### src/rtl/apm_map.vh
// constants for the audio pin function mux
`ifndef APM_MAP_VH
`define APM_MAP_VH
// pin mode select codes for the shared memory pins
`define APM_MODE_GPIO 2'h0
`define APM_MODE_CFGMEM 2'h1
`define APM_MODE_LEGACY 2'h2
// link frame geometry: 256 bit clocks, slot 0 is 16 bits
`define APM_FRAME_BITS 9'h100
`define APM_FRAME_LAST 9'h0FF
`define APM_SLOT0_LAST 9'h00F
// warm reset sync pulse length in system clocks (1 us at 100 MHz)
`define APM_WARM_NS 1000
`define APM_CLK_NS 10
`define APM_WARM_CYC 8'h64
// reset values
`define APM_RST_ZERO 1'h0
`define APM_RST_ONE 1'h1
`endif

### src/rtl/apm_sync2.v
// two flip-flop synchroniser for asynchronous pin inputs
`timescale 1ns/1ns
module apm_sync2 #(
  parameter WIDTH = 1,
  parameter [WIDTH-1:0] INIT = {WIDTH{1'b0}}
) (
  // clock and reset
  input wire clk_sys_in,
  input wire rst_n_in,
  // asynchronous pin levels in, synchronised out
  input wire [WIDTH-1:0] d_in,
  output wire [WIDTH-1:0] q_out
);
  reg [WIDTH-1:0] meta_r;
  reg [WIDTH-1:0] sync_r;
  // first stage is read only by the second stage
  always @(posedge clk_sys_in) begin
    if (!rst_n_in) begin
      meta_r <= INIT;
      sync_r <= INIT;
    end else begin
      meta_r <= d_in;
      sync_r <= meta_r;
    end
  end
  assign q_out = sync_r;
endmodule // apm_sync2

### src/rtl/apm_pin_mux.v
// pin function mux and power-up pin states of the audio controller
`timescale 1ns/1ns
`include "apm_map.vh"
module apm_pin_mux #(
  parameter WARM_NS = `APM_WARM_NS
) (
  // clock and reset
  input wire clk_sys_in,
  input wire rst_n_in,
  // pci side reset, active low, asynchronous pin
  input wire pci_reset_n_in,
  // control bits
  input wire [1:0] mem_pin_mode_in,
  input wire gp_output_in,
  input wire gp_io_two_out_in,
  input wire gp_io_three_oe_in,
  input wire gp_io_three_out_in,
  input wire sw_link_reset_bit_in,
  input wire secondary_codec_sel_in,
  input wire gp_io_one_oe_in,
  input wire gp_io_one_out_in,
  input wire link_power_down_in,
  input wire warm_reset_req_in,
  input wire legacy_irq_mode_in,
  input wire isa_irq_enable_in,
  input wire [2:0] isa_irq_req_in,
  input wire pci_irq_req_in,
  input wire clkrun_req_in,
  // configuration memory engine side
  input wire cfg_mem_clock_in,
  input wire cfg_mem_data_drive_low_in,
  output wire cfg_mem_data_rd_out,
  // legacy dma side
  input wire legacy_dma_request_n_in,
  output wire legacy_dma_grant_n_out,
  // serial link engine side
  input wire link_serial_data_in,
  output wire primary_data_out,
  output wire secondary_data_out,
  output wire [8:0] link_bit_count_out,
  // status reads
  output wire gp_io_two_rd_out,
  output wire gp_io_three_rd_out,
  output wire gp_io_one_rd_out,
  output wire volume_up_button_rd_out,
  output wire volume_down_button_rd_out,
  output wire clkrun_rd_out,
  // memory data pin, open drain
  input wire cfg_mem_data_pin_in,
  output wire cfg_mem_data_pin_out,
  output wire cfg_mem_data_pin_oe_n_out,
  // memory clock pin
  output wire cfg_mem_clock_pin_out,
  // third gpio pin
  input wire gp_io_three_pin_in,
  output wire gp_io_three_pin_out,
  output wire gp_io_three_pin_oe_n_out,
  // volume buttons
  input wire volume_up_button_n_in,
  input wire volume_down_button_n_in,
  // isa interrupt pins and pci interrupt
  output wire [2:0] isa_irq_pin_out,
  output wire [2:0] isa_irq_pin_oe_n_out,
  output wire pci_irq_n_out,
  output wire pci_irq_oe_n_out,
  // codec link pins
  input wire link_bit_clock_in,
  output wire link_frame_sync_out,
  output wire link_serial_out,
  output wire link_reset_n_out,
  input wire primary_codec_serial_in,
  input wire secondary_codec_serial_in,
  output wire secondary_pin_out,
  output wire secondary_pin_oe_n_out,
  // clock-run pin, open drain
  input wire clkrun_pin_n_in,
  output wire clkrun_pin_out,
  output wire clkrun_pin_oe_n_out
);

  ////////////////////////////////////////////////////////////////////////
  // warm reset pulse length, rounded up to whole cycles
  localparam integer WARM_CYC_I =
    (WARM_NS + `APM_CLK_NS - 1) / `APM_CLK_NS;
  localparam [7:0] WARM_CYC = WARM_CYC_I[7:0];

  // synchronised pins; buttons reset to inactive high
  wire [7:0] pins_raw;
  wire [7:0] pins_s;
  wire pci_rst_n_s;
  wire mem_data_s;
  wire gp3_s;
  wire volume_up_button_n_s;
  wire volume_down_button_n_s;
  wire bclk_s;
  wire prim_s;
  wire sec_s;
  wire clkrun_n_s;
  assign pins_raw = {cfg_mem_data_pin_in, gp_io_three_pin_in,
    volume_up_button_n_in, volume_down_button_n_in, link_bit_clock_in,
    primary_codec_serial_in, secondary_codec_serial_in, clkrun_pin_n_in};
  apm_sync2 #(.WIDTH(8), .INIT(8'hF0)) u_sync (
    .clk_sys_in(clk_sys_in),
    .rst_n_in(rst_n_in),
    .d_in(pins_raw),
    .q_out(pins_s)
  );
  assign {mem_data_s, gp3_s, volume_up_button_n_s, volume_down_button_n_s, bclk_s, prim_s, sec_s,
    clkrun_n_s} = pins_s;
  apm_sync2 #(.WIDTH(1), .INIT(1'b0)) u_sync_rst (
    .clk_sys_in(clk_sys_in),
    .rst_n_in(rst_n_in),
    .d_in(pci_reset_n_in),
    .q_out(pci_rst_n_s)
  );

  ////////////////////////////////////////////////////////////////////////
  // registered outputs
  reg mem_data_oe_n_r;
  reg mem_clk_r;
  reg gp3_out_r;
  reg gp3_oe_n_r;
  reg [2:0] isa_out_r;
  reg [2:0] isa_oe_n_r;
  reg pci_irq_oe_n_r;
  reg sync_r;
  reg sdo_r;
  reg link_rst_n_r;
  reg sec_out_r;
  reg sec_oe_n_r;
  reg clkrun_oe_n_r;
  reg mem_rd_r;
  reg grant_r;
  reg prim_data_r;
  reg sec_data_r;
  reg gp2_rd_r;
  reg gp3_rd_r;
  reg gp1_rd_r;
  reg volume_up_button_rd_r;
  reg volume_down_button_rd_r;
  reg clkrun_rd_r;
  reg [8:0] bit_cnt_r;
  reg [8:0] bit_cnt_nxt;
  reg bclk_d_r;
  reg [7:0] warm_cnt_r;
  wire bclk_rise;
  wire bclk_fall;
  wire link_up;

  ////////////////////////////////////////////////////////////////////////
  // bit clock edges found in the system domain from the codec clock
  assign bclk_rise = bclk_s & ~bclk_d_r;
  assign bclk_fall = ~bclk_s & bclk_d_r;
  assign link_up = link_rst_n_r & ~link_power_down_in;

  // frame bit counter; stalls while the codec clock stops
  always @* begin
    bit_cnt_nxt = bit_cnt_r;
    if (!link_up) begin
      bit_cnt_nxt = 9'h000;
    end else if (bclk_rise) begin
      if (bit_cnt_r == `APM_FRAME_LAST) begin
        bit_cnt_nxt = 9'h000;
      end else begin
        bit_cnt_nxt = bit_cnt_r + 9'h001;
      end
    end
  end

  ////////////////////////////////////////////////////////////////////////
  // codec link: sync, reset, data in and out
  always @(posedge clk_sys_in) begin
    if (!rst_n_in) begin
      bclk_d_r <= `APM_RST_ZERO;
      bit_cnt_r <= 9'h000;
      sync_r <= `APM_RST_ZERO;
      sdo_r <= `APM_RST_ZERO;
      link_rst_n_r <= `APM_RST_ZERO;
      warm_cnt_r <= 8'h00;
      prim_data_r <= `APM_RST_ZERO;
      sec_data_r <= `APM_RST_ZERO;
    end else begin
      bclk_d_r <= bclk_s;
      bit_cnt_r <= bit_cnt_nxt;
      // either reset source holds the codecs in cold reset
      link_rst_n_r <= pci_rst_n_s & ~sw_link_reset_bit_in;
      if (link_power_down_in) begin
        // warm reset pulse on sync while link is down
        if (warm_cnt_r != 8'h00) begin
          warm_cnt_r <= warm_cnt_r - 8'h01;
        end else if (warm_reset_req_in && link_rst_n_r) begin
          warm_cnt_r <= WARM_CYC;
        end
        sync_r <= (warm_cnt_r != 8'h00);
        sdo_r <= `APM_RST_ZERO;
      end else begin
        warm_cnt_r <= 8'h00;
        // high through slot 0, low through slots 1 to 12
        sync_r <= link_up && (bit_cnt_nxt <= `APM_SLOT0_LAST);
        // data launched on rising edge, shared by both codecs
        if (!link_up) begin
          sdo_r <= `APM_RST_ZERO;
        end else if (bclk_rise) begin
          sdo_r <= link_serial_data_in;
        end
      end
      // inputs sampled on falling bit clock edge
      if (bclk_fall) begin
        prim_data_r <= prim_s;
        sec_data_r <= secondary_codec_sel_in & sec_s;
      end
    end
  end

  ////////////////////////////////////////////////////////////////////////
  // shared pins, interrupts, gpio; all float from reset except the memory clock pin, driven high
  always @(posedge clk_sys_in) begin
    if (!rst_n_in) begin
      mem_data_oe_n_r <= `APM_RST_ONE;
      mem_clk_r <= `APM_RST_ONE;
      gp3_out_r <= `APM_RST_ZERO;
      gp3_oe_n_r <= `APM_RST_ONE;
      isa_out_r <= 3'h0;
      isa_oe_n_r <= 3'h7;
      pci_irq_oe_n_r <= `APM_RST_ONE;
      sec_out_r <= `APM_RST_ZERO;
      sec_oe_n_r <= `APM_RST_ONE;
      clkrun_oe_n_r <= `APM_RST_ONE;
      mem_rd_r <= `APM_RST_ONE;
      grant_r <= `APM_RST_ONE;
      gp2_rd_r <= `APM_RST_ONE;
      gp3_rd_r <= `APM_RST_ONE;
      gp1_rd_r <= `APM_RST_ZERO;
      volume_up_button_rd_r <= `APM_RST_ZERO;
      volume_down_button_rd_r <= `APM_RST_ZERO;
      clkrun_rd_r <= `APM_RST_ZERO;
    end else begin
      // memory pins by board mode
      case (mem_pin_mode_in)
        `APM_MODE_CFGMEM: begin
          mem_data_oe_n_r <= ~cfg_mem_data_drive_low_in;
          mem_clk_r <= cfg_mem_clock_in;
        end
        `APM_MODE_LEGACY: begin
          mem_data_oe_n_r <= `APM_RST_ONE;
          mem_clk_r <= legacy_dma_request_n_in;
        end
        default: begin
          mem_data_oe_n_r <= gp_io_two_out_in;
          mem_clk_r <= gp_output_in;
        end
      endcase
      // config and legacy reads see the pin only in their own mode, else idle high; gpio two always sees it
      mem_rd_r <= (mem_pin_mode_in == `APM_MODE_CFGMEM) ? mem_data_s : 1'b1;
      grant_r <= (mem_pin_mode_in == `APM_MODE_LEGACY) ? mem_data_s : 1'b1;
      gp2_rd_r <= mem_data_s;
      // main-powered gpio: no wake from the link when supply drops
      gp3_oe_n_r <= ~gp_io_three_oe_in;
      gp3_out_r <= gp_io_three_out_in;
      gp3_rd_r <= gp3_s;
      // buttons pressed low; unconnected pin pulled inactive high
      volume_up_button_rd_r <= ~volume_up_button_n_s;
      volume_down_button_rd_r <= ~volume_down_button_n_s;
      // legacy mode steers interrupt off the pci line
      if (legacy_irq_mode_in && isa_irq_enable_in) begin
        isa_oe_n_r <= 3'h0;
        isa_out_r <= isa_irq_req_in;
        pci_irq_oe_n_r <= `APM_RST_ONE;
      end else begin
        isa_oe_n_r <= 3'h7;
        isa_out_r <= 3'h0;
        pci_irq_oe_n_r <= ~(pci_irq_req_in & ~legacy_irq_mode_in);
      end
      // secondary pin: codec input or gpio
      if (secondary_codec_sel_in) begin
        sec_oe_n_r <= `APM_RST_ONE;
        gp1_rd_r <= `APM_RST_ZERO;
      end else begin
        sec_oe_n_r <= ~gp_io_one_oe_in;
        gp1_rd_r <= sec_s;
      end
      sec_out_r <= gp_io_one_out_in;
      // clock-run only pulls low when the pin reads high (clock stopping)
      clkrun_rd_r <= clkrun_n_s;
      clkrun_oe_n_r <= ~(clkrun_req_in & clkrun_n_s);
    end
  end

  ////////////////////////////////////////////////////////////////////////
  // output wiring, straight from flip-flops except the constant-low drive levels
  assign cfg_mem_data_pin_out = 1'b0;
  assign cfg_mem_data_pin_oe_n_out = mem_data_oe_n_r;
  assign cfg_mem_clock_pin_out = mem_clk_r;
  assign cfg_mem_data_rd_out = mem_rd_r;
  assign legacy_dma_grant_n_out = grant_r;
  assign gp_io_two_rd_out = gp2_rd_r;
  assign gp_io_three_pin_out = gp3_out_r;
  assign gp_io_three_pin_oe_n_out = gp3_oe_n_r;
  assign gp_io_three_rd_out = gp3_rd_r;
  assign volume_up_button_rd_out = volume_up_button_rd_r;
  assign volume_down_button_rd_out = volume_down_button_rd_r;
  assign isa_irq_pin_out = isa_out_r;
  assign isa_irq_pin_oe_n_out = isa_oe_n_r;
  assign pci_irq_n_out = 1'b0;
  assign pci_irq_oe_n_out = pci_irq_oe_n_r;
  assign link_frame_sync_out = sync_r;
  assign link_serial_out = sdo_r;
  assign link_reset_n_out = link_rst_n_r;
  assign primary_data_out = prim_data_r;
  assign secondary_data_out = sec_data_r;
  assign link_bit_count_out = bit_cnt_r;
  assign secondary_pin_out = sec_out_r;
  assign secondary_pin_oe_n_out = sec_oe_n_r;
  assign gp_io_one_rd_out = gp1_rd_r;
  assign clkrun_pin_out = 1'b0;
  assign clkrun_pin_oe_n_out = clkrun_oe_n_r;
  assign clkrun_rd_out = clkrun_rd_r;
endmodule // apm_pin_mux

### config.mk
export PLATFORM = sky130hd
export DESIGN_NAME = apm_pin_mux
export DESIGN_NICKNAME = d
export VERILOG_FILES = /design/src/rtl/apm_sync2.v /design/src/rtl/apm_pin_mux.v
export VERILOG_INCLUDE_DIRS = /design/src /design/src/rtl
export SDC_FILE = /design/constraint.sdc
export NUM_CORES = 1
export LEC_CHECK = 0
export CAP_MARGIN = 15
export CORE_MARGIN = 8
export CORE_UTILIZATION = 55
export CTS_CLUSTER_SIZE = 16
export DETAILED_ROUTE_END_ITERATION = 10
export DONT_BUFFER_PORTS = 1
export HOLD_SLACK_MARGIN = 0.06
export PLACE_DENSITY = 0.73
export SKIP_LAST_GASP = 1
export SYNTH_ARGS = -nofsm -noshare
export SYNTH_HDL_FRONTEND = slang
export SYNTH_HIERARCHICAL = 1
export SYNTH_SLANG_ARGS = --single-unit
### constraint.sdc
create_clock -name clk_sys_in -period 1.7 [get_ports clk_sys_in]
set_clock_uncertainty 0.15 [all_clocks]
set_input_delay 0 -clock clk_sys_in [delete_from_list [all_inputs] [get_ports clk_sys_in]]
set_output_delay 0 -clock clk_sys_in [all_outputs]
set_load 0.01 [all_outputs]
==> results.yml, run 1 <==
run_status:
  run_status: "complete, but fails checks"
  violations: "hold timing, setup timing"
yosys:
  synth-edff-count: 0
  syn_inst: 216
  ys_types: 46
  synthTopCellsByCount: "dfxtp_1, and2_1, nor2_1"
  postSynthAreaPerCell_um2: 10.29
  yosysWarnings: 6
  post-synth-top-count-cell: "dfxtp_1"
  synth_area_leaders: "dfxtp_1, and2_1, ha_1"
  async_flop_share: 0
  yosysSeqAreaShare: 0.5492
  yosys.area.top_type: "dfxtp_1"
  synth_top_area_frac: 0.5492
  synth_area_um2: 2223
  ys.flop_type: "dfxtp_1"
  synth-seq-cells: 61
power:
  leakagePower_nw: 1.320
  power.density_nw_per_um2: 1338
  report.power.total_w: 0.004262
  max-vdd-ir-drop_mv: 0.6919
floorplan:
  start_util: 0.5639
  die_w_um: 79.58
  die_area_um2: 6333
  core_um2: 3943
  io_pins: 73
  rows: 23
  fp.dieH_um: 79.58
clock_network:
  holdBufCountCts: 57
  clockBufferDepth: 2
  cts.sinks: 61
  clk_pin_slew_worst_paths_ps: 60
  cts_tree: "yes"
  root_buffer: "clkbuf_8"
  clk_latency_ps: 320
  numCtsBuffers: 9
  htreeDepth: 3
route:
  antenna_left: 0
  viasPerCell: 5.146
  dr.first_iter.drc_count: 87
  drc: 0
  num_vias: 1796
  totalWireLength_mm: 5.643
  wl_per_cell_um: 16.17
  drt_first_pass_iters: 4
placed_design:
  globalplace.congestion: 0.8148
  port_buffers: 0
  dpl.cell_count: 269
  dpl_worst_slack_ps: -97.45
  detailed_place_hpwl_mm: 3.204
timing:
  rsz0062_at_grt: "true"
  post-route-min-period_ps: 1742
  setup_viol: 4
  max_freq_mhz: 573.9
  fin_crit_sh: 1.025
  slew_violations: 0
  hold_viol: 16
  fin_ws_ps: -42.40
  holdWs_ps: -225.7
setup_path:
  cp.arrival_ps: 1790
  regToRegSetupSlack_ps: -40
  endpoint_kind: "flop"
  critical_path_peak_fanout: 3
  critPathLaunchType: "flop"
  critPathKind: "flop to flop"
  required_ps: 1750
layout:
  nets: 333
  antenna_cells: 0
  drive_above_1_share: 0.1973
  fin_cells: 349
  syn_to_final_growth_pct: 43.28
global_routing:
  grt_pass1_vias: 1858
  grt_max_degree: 41
  grt_pass1_wl_mm: 8.914
  antenna_found_initial: 0
  overflow: 0
  globalRouteTotalUtil: 0.1800
flow_run:
  maxCapViolations: 0
min_path:
  min_path_type: "input pin to flop"
final cells by class:
cell class | instances | area [µm²]
Clock inverter | 4 | 22.52
Inverter | 10 | 37.54
Sequential cell | 61 | 1226
Tap cell | 50 | 62.56
Multi-Input combinational cell | 136 | 968.4
Timing Repair Buffer | 76 | 713.2
Fill cell | 216 | 757.0
Clock buffer | 12 | 155.1
metal layers:
layer | track usage | vias up | wire length, µm
li1 | - | 859 | -
met5 | 0 | - | 0
met2 | 0.3447 | 44 | 3253
met1 | 0.1704 | 881 | 2001
met4 | 0.07407 | 0 | 102
met3 | 0.05743 | 12 | 287
worst max-delay path: stages, from the launching register on:
cell     delay, ps
dfxtp_2        330
inv_2           70
ha_4           130
or3b_4         390
o21ai_4        150
or3_1          130
xor2_1         170
a21oi_1         90
placed cells by master, fill, tap and decap left out, types with 3 or more instances in the layout:
cell type      netlist  layout
clkinv_2             0       3
dlygate4sd3_1        0      57
nor3_1               4       3
and2_1              18      18
inv_1               10       8
nor2b_1              6       5
xor2_1               7       7
nand3_1              5       4
a21oi_1              3       3
buf_4                6      19
dfxtp_2              0       4
or3_1                3       3
mux2i_1              4       4
xnor2_1              6       6
or2b_1               3       3
clkbuf_8             0      11
conb_1               1       3
dfxtp_1             61      57
nand2_1             12      12
nor2_1              14      14
nand2b_1             8       7
o21ai_0              4       4
stage by stage:
step | TNS, ps | instance area (µm²) | util
after global placement | 0 | 2330 | 0.5909
after CTS | -6.976 | 3126 | 0.7928
after floorplan | -46.58 | 2266 | -
after global routing | -414.0 | 3186 | 0.8080
after detailed placement | -141.1 | 2330 | 0.5909
final | -82.40 | 3186 | 0.8080
repair_timing:
| item | in CTS | in global routing |
|---|---|---|
| endpoints found under the hold margin | 61 | 16 |
| pin swaps | 3 | 4 |
| buffers inserted | 4 | 3 |
| setup endpoints to repair | 3 | 12 |
| gates resized for setup | 5 | 8 |
final timing paths:
check / startpoint / endpoint / cells past startpoint
max reg2reg: warm_cnt_r[0] / warm_cnt_r[5] / 7
min reg2reg: warm_cnt_r[6] / warm_cnt_r[6] / 1
min: rst_n_in / link_frame_sync_out / 2
max: warm_cnt_r[0] / warm_cnt_r[5] / 7
kinds of logic (layout without fill, tap and decap cells):
family                     count (synthesis)  count (layout)  share of synthesized area
adders and majority gates                  5               5                    0.02814
DFF                                       61              61                     0.5492
xor gates and xnor gates                  13              13                    0.05121
and+or+nand+nor                           91              91                     0.2386
AOI/OAI and AO/OA                         19              19                    0.05515
buffers and inverters                     21             102                    0.05290
muxes                                      5               5                    0.02307
other                                      1               3                   0.001687
sequential cells by signal, summed over array words and instances (netlist names), 3 cells and up:
signal	count
isa_irq_pin_out	3
u_sync/q_out	8
warm_cnt_r	8
u_sync/meta_r	8
link_bit_count_out	9
where the power goes:
group	switching, W	total [W]	internal (W)
sequential	0.000124	0.00168	0.00156
clock	0.000540	0.00114	0.000602
combinational	0.000638	0.00144	0.000799
total	0.00130	0.00426	0.00296
Power figures use the tool's default switching activity.
==> run 2, diff against run 1 <==
==> constraint.sdc (replaced) <==
create_clock -name clk_sys_in -period 1.7 [get_ports clk_sys_in]
set_clock_uncertainty 0.15 [all_clocks]
set_input_delay 0.17 -clock clk_sys_in [delete_from_list [all_inputs] [get_ports clk_sys_in]]
set_output_delay 0.17 -clock clk_sys_in [all_outputs]
set_load 0.01 [all_outputs]
==> run 2 against run 1 <==
  * The flow finishes with violations (setup timing)
  * Sequential share of layout area about the same
  * Cell area increased by 0.12%
  * Sequential power about the same
  * Highest routed layer unchanged
==> results.yml, run 2 (synthesis results as in run 1) <==
global_routing:
  grt_max_degree: 41
  grt_pass1_wl_mm: 9.004
  grt_pass1_vias: 1884
  antenna_found_initial: 0
  overflow: 0
  globalRouteTotalUtil: 0.1831
timing:
  hold_viol: 0
  setup_viol: 2
  post-route-min-period_ps: 1788
  fin_ws_ps: -87.75
  fin_crit_sh: 1.052
  slew_violations: 0
  rsz0062_at_grt: "true"
  max_freq_mhz: 559.4
clock_network:
  numCtsBuffers: 9
  htreeDepth: 3
  clk_pin_slew_worst_paths_ps: 70
  clockBufferDepth: 2
  root_buffer: "clkbuf_8"
  clk_latency_ps: 320
  cts_tree: "yes"
  cts.sinks: 61
flow_run:
  maxCapViolations: 0
power:
  max-vdd-ir-drop_mv: 0.8931
  power.density_nw_per_um2: 1348
  report.power.total_w: 0.004298
  leakagePower_nw: 1.327
placed_design:
  detailed_place_hpwl_mm: 3.204
  port_buffers: 0
  globalplace.congestion: 0.8148
floorplan:
  die_area_um2: 6333
  start_util: 0.5639
  rows: 23
  fp.dieH_um: 79.58
  die_w_um: 79.58
  core_um2: 3943
  io_pins: 73
setup_path:
  critPathLaunchType: "flop"
  endpoint_kind: "flop"
  required_ps: 1780
  critPathKind: "flop to flop"
  critical_path_peak_fanout: 6
  cp.arrival_ps: 1870
route:
  wl_met3_um: 359
  routed-wl-met2_mm: 3.263
  drc: 0
  num_vias: 1784
  antenna_left: 0
  dr.first_iter.drc_count: 55
  wl_met1_mm: 2.062
  highest_layer: "met4"
  drt_first_pass_iters: 4
  totalWireLength_mm: 5.821
  wl_per_cell_um: 16.58
  viasPerCell: 5.083
layout:
  fin_util: 0.8090
  multi_input_area_um2: 950.9
  fillers: 219
  nets: 335
  ff_latch_area_um2: 1227
  final_common_cell: "dlygate4sd3_1"
  mostFrequentLayoutCells: "dlygate4sd3_1, dfxtp_1, buf_4"
  drive_above_1_share: 0.1927
  antenna_cells: 0
  syn_to_final_growth_pct: 43.44
  largest_register_ff_count: 9
run_status:
  violations: "setup timing"
  run_status: "complete, but fails checks"
min_path:
  min_path_type: "input pin to flop"
run 2: cell types whose count changed in the layout (fill, tap and decap cells not counted), sizes merged:
cell         change
dlygate4sd3      +2
run 2: metrics by stage:
| stage | setup WS (ps) | hold slack (ps) | TNS (ps) | cell area [µm²] | instances |
|---|---|---|---|---|---|
| 3_5_place_dp | -97.45 | 86.96 | -141.1 | 2330 | 269 |
| 3_3_place_gp | 12.55 | 82.54 | 0 | 2330 | 269 |
| 6_report | -87.75 | 59.89 | -121.1 | 3189 | 351 |
| 5_1_grt | -161.0 | 80.30 | -593.7 | 3189 | 351 |
| 4_1_cts | -6.976 | -74.03 | -6.976 | 3115 | 345 |
| 2_1_floorplan | -25.91 | 81.94 | -46.58 | 2266 | 218 |
run 2: path summary, 6_finish.rpt:
check | to | start | slack [ps] | cells past startpoint
hold / removal | warm_cnt_r[5] | warm_reset_req_in | 60 | 4
hold reg to reg | warm_cnt_r[6] | warm_cnt_r[6] | 420 | 1
setup / recovery | warm_cnt_r[2] | warm_cnt_r[0] | -90 | 7
setup reg to reg | warm_cnt_r[2] | warm_cnt_r[0] | -90 | 7
run 2: final cells by class:
cell class | count | area share
well taps | 50 | 0.01962
clock buffers | 12 | 0.04865
clock inverters | 4 | 0.007062
flip-flops and latches | 61 | 0.3849
multi-input cells | 136 | 0.2982
inverters | 10 | 0.01177
repair buffers | 78 | 0.2299
run 2: timing repair:
action / CTS / global route
pin swaps: 3 / 4
setup endpoints to repair: 3 / 12
endpoints found under the hold margin: 54 / 8
gates resized for setup: 5 / 7
buffers inserted: 4 / 3
hold buffers: 56 / 3
run 2: power by group:
part	internal, W	total (W)	switching, W
Combinational	0.000799	0.00146	0.000656
Clock	0.000602	0.00116	0.000556
Sequential	0.00156	0.00169	0.000125
Total	0.00296	0.00430	0.00134
run 2: worst max-delay path: stages, from the launching register on:
cell      delay, ps
dfxtp_2         330
inv_2            70
ha_4            130
or3b_4          390
nand2b_4        200
nor2_4          140
a211oi_2         70
a211oi_1        210
run 2: per-layer routing:
| metal | vias up | track usage |
|---|---|---|
| met5 | - | 0 |
| met4 | 0 | 0.07963 |
| met3 | 12 | 0.07883 |
| met2 | 50 | 0.3382 |
| met1 | 854 | 0.1696 |
| li1 | 868 | - |
==> run 3, diff against run 2 <==
Settings changed: CORE_UTILIZATION 55 to 45, PLACE_DENSITY 0.73 to not set, SLEW_MARGIN set to 10.
==> run 3 against run 2 <==
  * The run still ends with setup timing left
  * Largest power group unchanged
  * Core utilization shrank 12 points
  * Register-to-register slack improved by 80 ps
  * Final cell count up 4.6%
==> results.yml, run 3 (synthesis results as in run 1) <==
global_routing:
  globalRouteTotalUtil: 0.1484
  grt_pass1_vias: 1839
  overflow: 0
  grt_pass1_wl_mm: 8.507
  antenna_found_initial: 0
  grt_max_degree: 40
power:
  p_sw_w: 0.001267
  power_switching_share: 0.2854
  seqPwrFrac: 0.379
  power.density_nw_per_um2: 1347
  p_comb_frac: 0.333
  max-vdd-ir-drop_mv: 0.7008
  clockPowerShare: 0.288
  intPower_w: 0.003172
  leakagePower_nw: 1.350
setup_path:
  r2r_cells: 7
  critPathKind: "flop to flop"
  endpoint_kind: "flop"
  regToRegSetupSlack_ps: -9
  critical_path_peak_fanout: 6
  worstReg2RegEnd: "link_frame_sync_out"
  r2r-start: "warm_cnt_r[0]"
  cp.arrival_ps: 1780
  required_ps: 1770
  critPathLaunchType: "flop"
placed_design:
  globalplace.congestion: 0.8471
  dpl.cell_count: 285
  detailed_place_hpwl_mm: 3.350
  port_buffers: 0
  dpl_cell_area_um2: 2344
run_status:
  run_status: "complete, but fails checks"
  violations: "setup timing"
layout:
  mostFrequentLayoutCells: "dlygate4sd3_1, dfxtp_1, and2_1"
  largest_register_ff_count: 9
  drive_above_1_share: 0.1933
  fin_util: 0.6929
  nets: 336
  fin_cells: 367
  syn_to_final_growth_pct: 48.17
  fillers: 365
  multi_input_area_um2: 989.7
  fin_area_um2: 3294
  ff_latch_area_um2: 1226
  antenna_cells: 0
  final_common_cell: "dlygate4sd3_1"
floorplan:
  core_um2: 4755
  die_area_um2: 7446
  io_pins: 73
  start_util: 0.4676
  fp.dieH_um: 86.29
  rows: 25
  die_w_um: 86.29
timing:
  max_freq_mhz: 585.0
  post-route-min-period_ps: 1709
  rsz0062_at_grt: "true"
  slew_violations: 0
  fin_crit_sh: 1.005
  holdWs_ps: 54.01
  tns_ps: -9.349
  hold_viol: 0
  fin_ws_ps: -9.349
  setup_viol: 1
clock_network:
  htreeDepth: 3
  clk_pin_slew_worst_paths_ps: 70
  clk_latency_ps: 320
  cts_tree: "yes"
  clockBufferDepth: 2
  root_buffer: "clkbuf_8"
  numCtsBuffers: 9
  cts.sinks: 61
min_path:
  min_path_type: "input pin to flop"
  whs_path_depth: 2
  hold_path_startpoint: "mem_pin_mode_in[1]"
  min_to: "cfg_mem_clock_pin_out"
route:
  dr.first_iter.drc_count: 62
  num_vias: 1738
  viasPerCell: 4.736
  totalWireLength_mm: 5.417
  antenna_left: 0
  wl_per_cell_um: 14.76
  drt_first_pass_iters: 4
  drc: 0
flow_run:
  maxCapViolations: 0
[run 3: changes by cell type in the layout (fill, tap and decap cells not counted), moves of 2 or more]
| cell | before | now |
|---|---|---|
| buf_4 | 19 | 14 |
| dlygate4sd3_1 | 59 | 63 |
| clkinv_2 | 3 | 0 |
| a211oi_1 | 2 | 0 |
| a211oi_2 | 1 | 3 |
| buf_6 | 0 | 2 |
[run 3: worst max-delay path by stage]
stage                       start             endpoint  depth (start not counted)  slack (ps)
detailed placement  warm_cnt_r[1]        warm_cnt_r[5]                          7         -70
global route        warm_cnt_r[0]        warm_cnt_r[1]                          6         -70
floorplan           warm_cnt_r[1]        warm_cnt_r[1]                          7         -30
global placement    warm_cnt_r[1]        warm_cnt_r[5]                          7          -1
CTS                 warm_cnt_r[0]        warm_cnt_r[2]                          7         -50
finish              warm_cnt_r[0]  link_frame_sync_out                          7          -9
[run 3: critical path: stages, from the launching register on]
cell and delay, ps:
dfxtp_2 320, inv_2 70, ha_4 130, or3b_4 390, nand2b_4 200, buf_6 130
a32oi_1 160, a21oi_1 50
[run 3: power by group through the flow]
stage / Sequential (W) / Clock (W) / Combinational, W
4_1_cts: 0.00167 / 0.00130 / 0.00129
6_report: 0.00168 / 0.00128 / 0.00148
5_1_grt: 0.00169 / 0.00137 / 0.00161
2_1_floorplan: 0.00167 / 0 / 0.000917
3_3_place_gp: 0.00169 / 0 / 0.00101
3_5_place_dp: 0.00170 / 0 / 0.00105
[run 3: cell type report]
class / count / share of cell area
timing repair buffer: 79 / 0.2302
sequential: 61 / 0.3722
clock inverter: 1 / 0.009115
clock buffer: 13 / 0.05127
inverter: 10 / 0.01139
multi-input combinational: 136 / 0.3004
tap: 67 / 0.02545
[run 3: what timing repair did]
action / 4_1_cts / 5_1_grt
resized for setup: 5 / 17
pin swaps: 4 / 4
hold buffers: 60 / 4
hold endpoints to repair: 54 / 1
setup endpoints to repair: 3 / 13
setup buffers: 3 / 2
[run 3: layer usage]
layer | share of wire | global-route usage | up-vias
met5 | 0 | 0 | -
met4 | 0.020 | 0.08294 | 0
met3 | 0.046 | 0.06238 | 11
met2 | 0.55 | 0.2596 | 33
met1 | 0.39 | 0.1448 | 832
li1 | - | - | 862
[run 3: through the flow]
step	setup slack [ps]	power, W
after floorplan	-25.91	0.002591
after global placement	-1.400	0.002697
after detailed placement	-69.75	0.002749
after CTS	-47.66	0.004261
after global routing	-68.74	0.004679
final	-9.349	0.004439
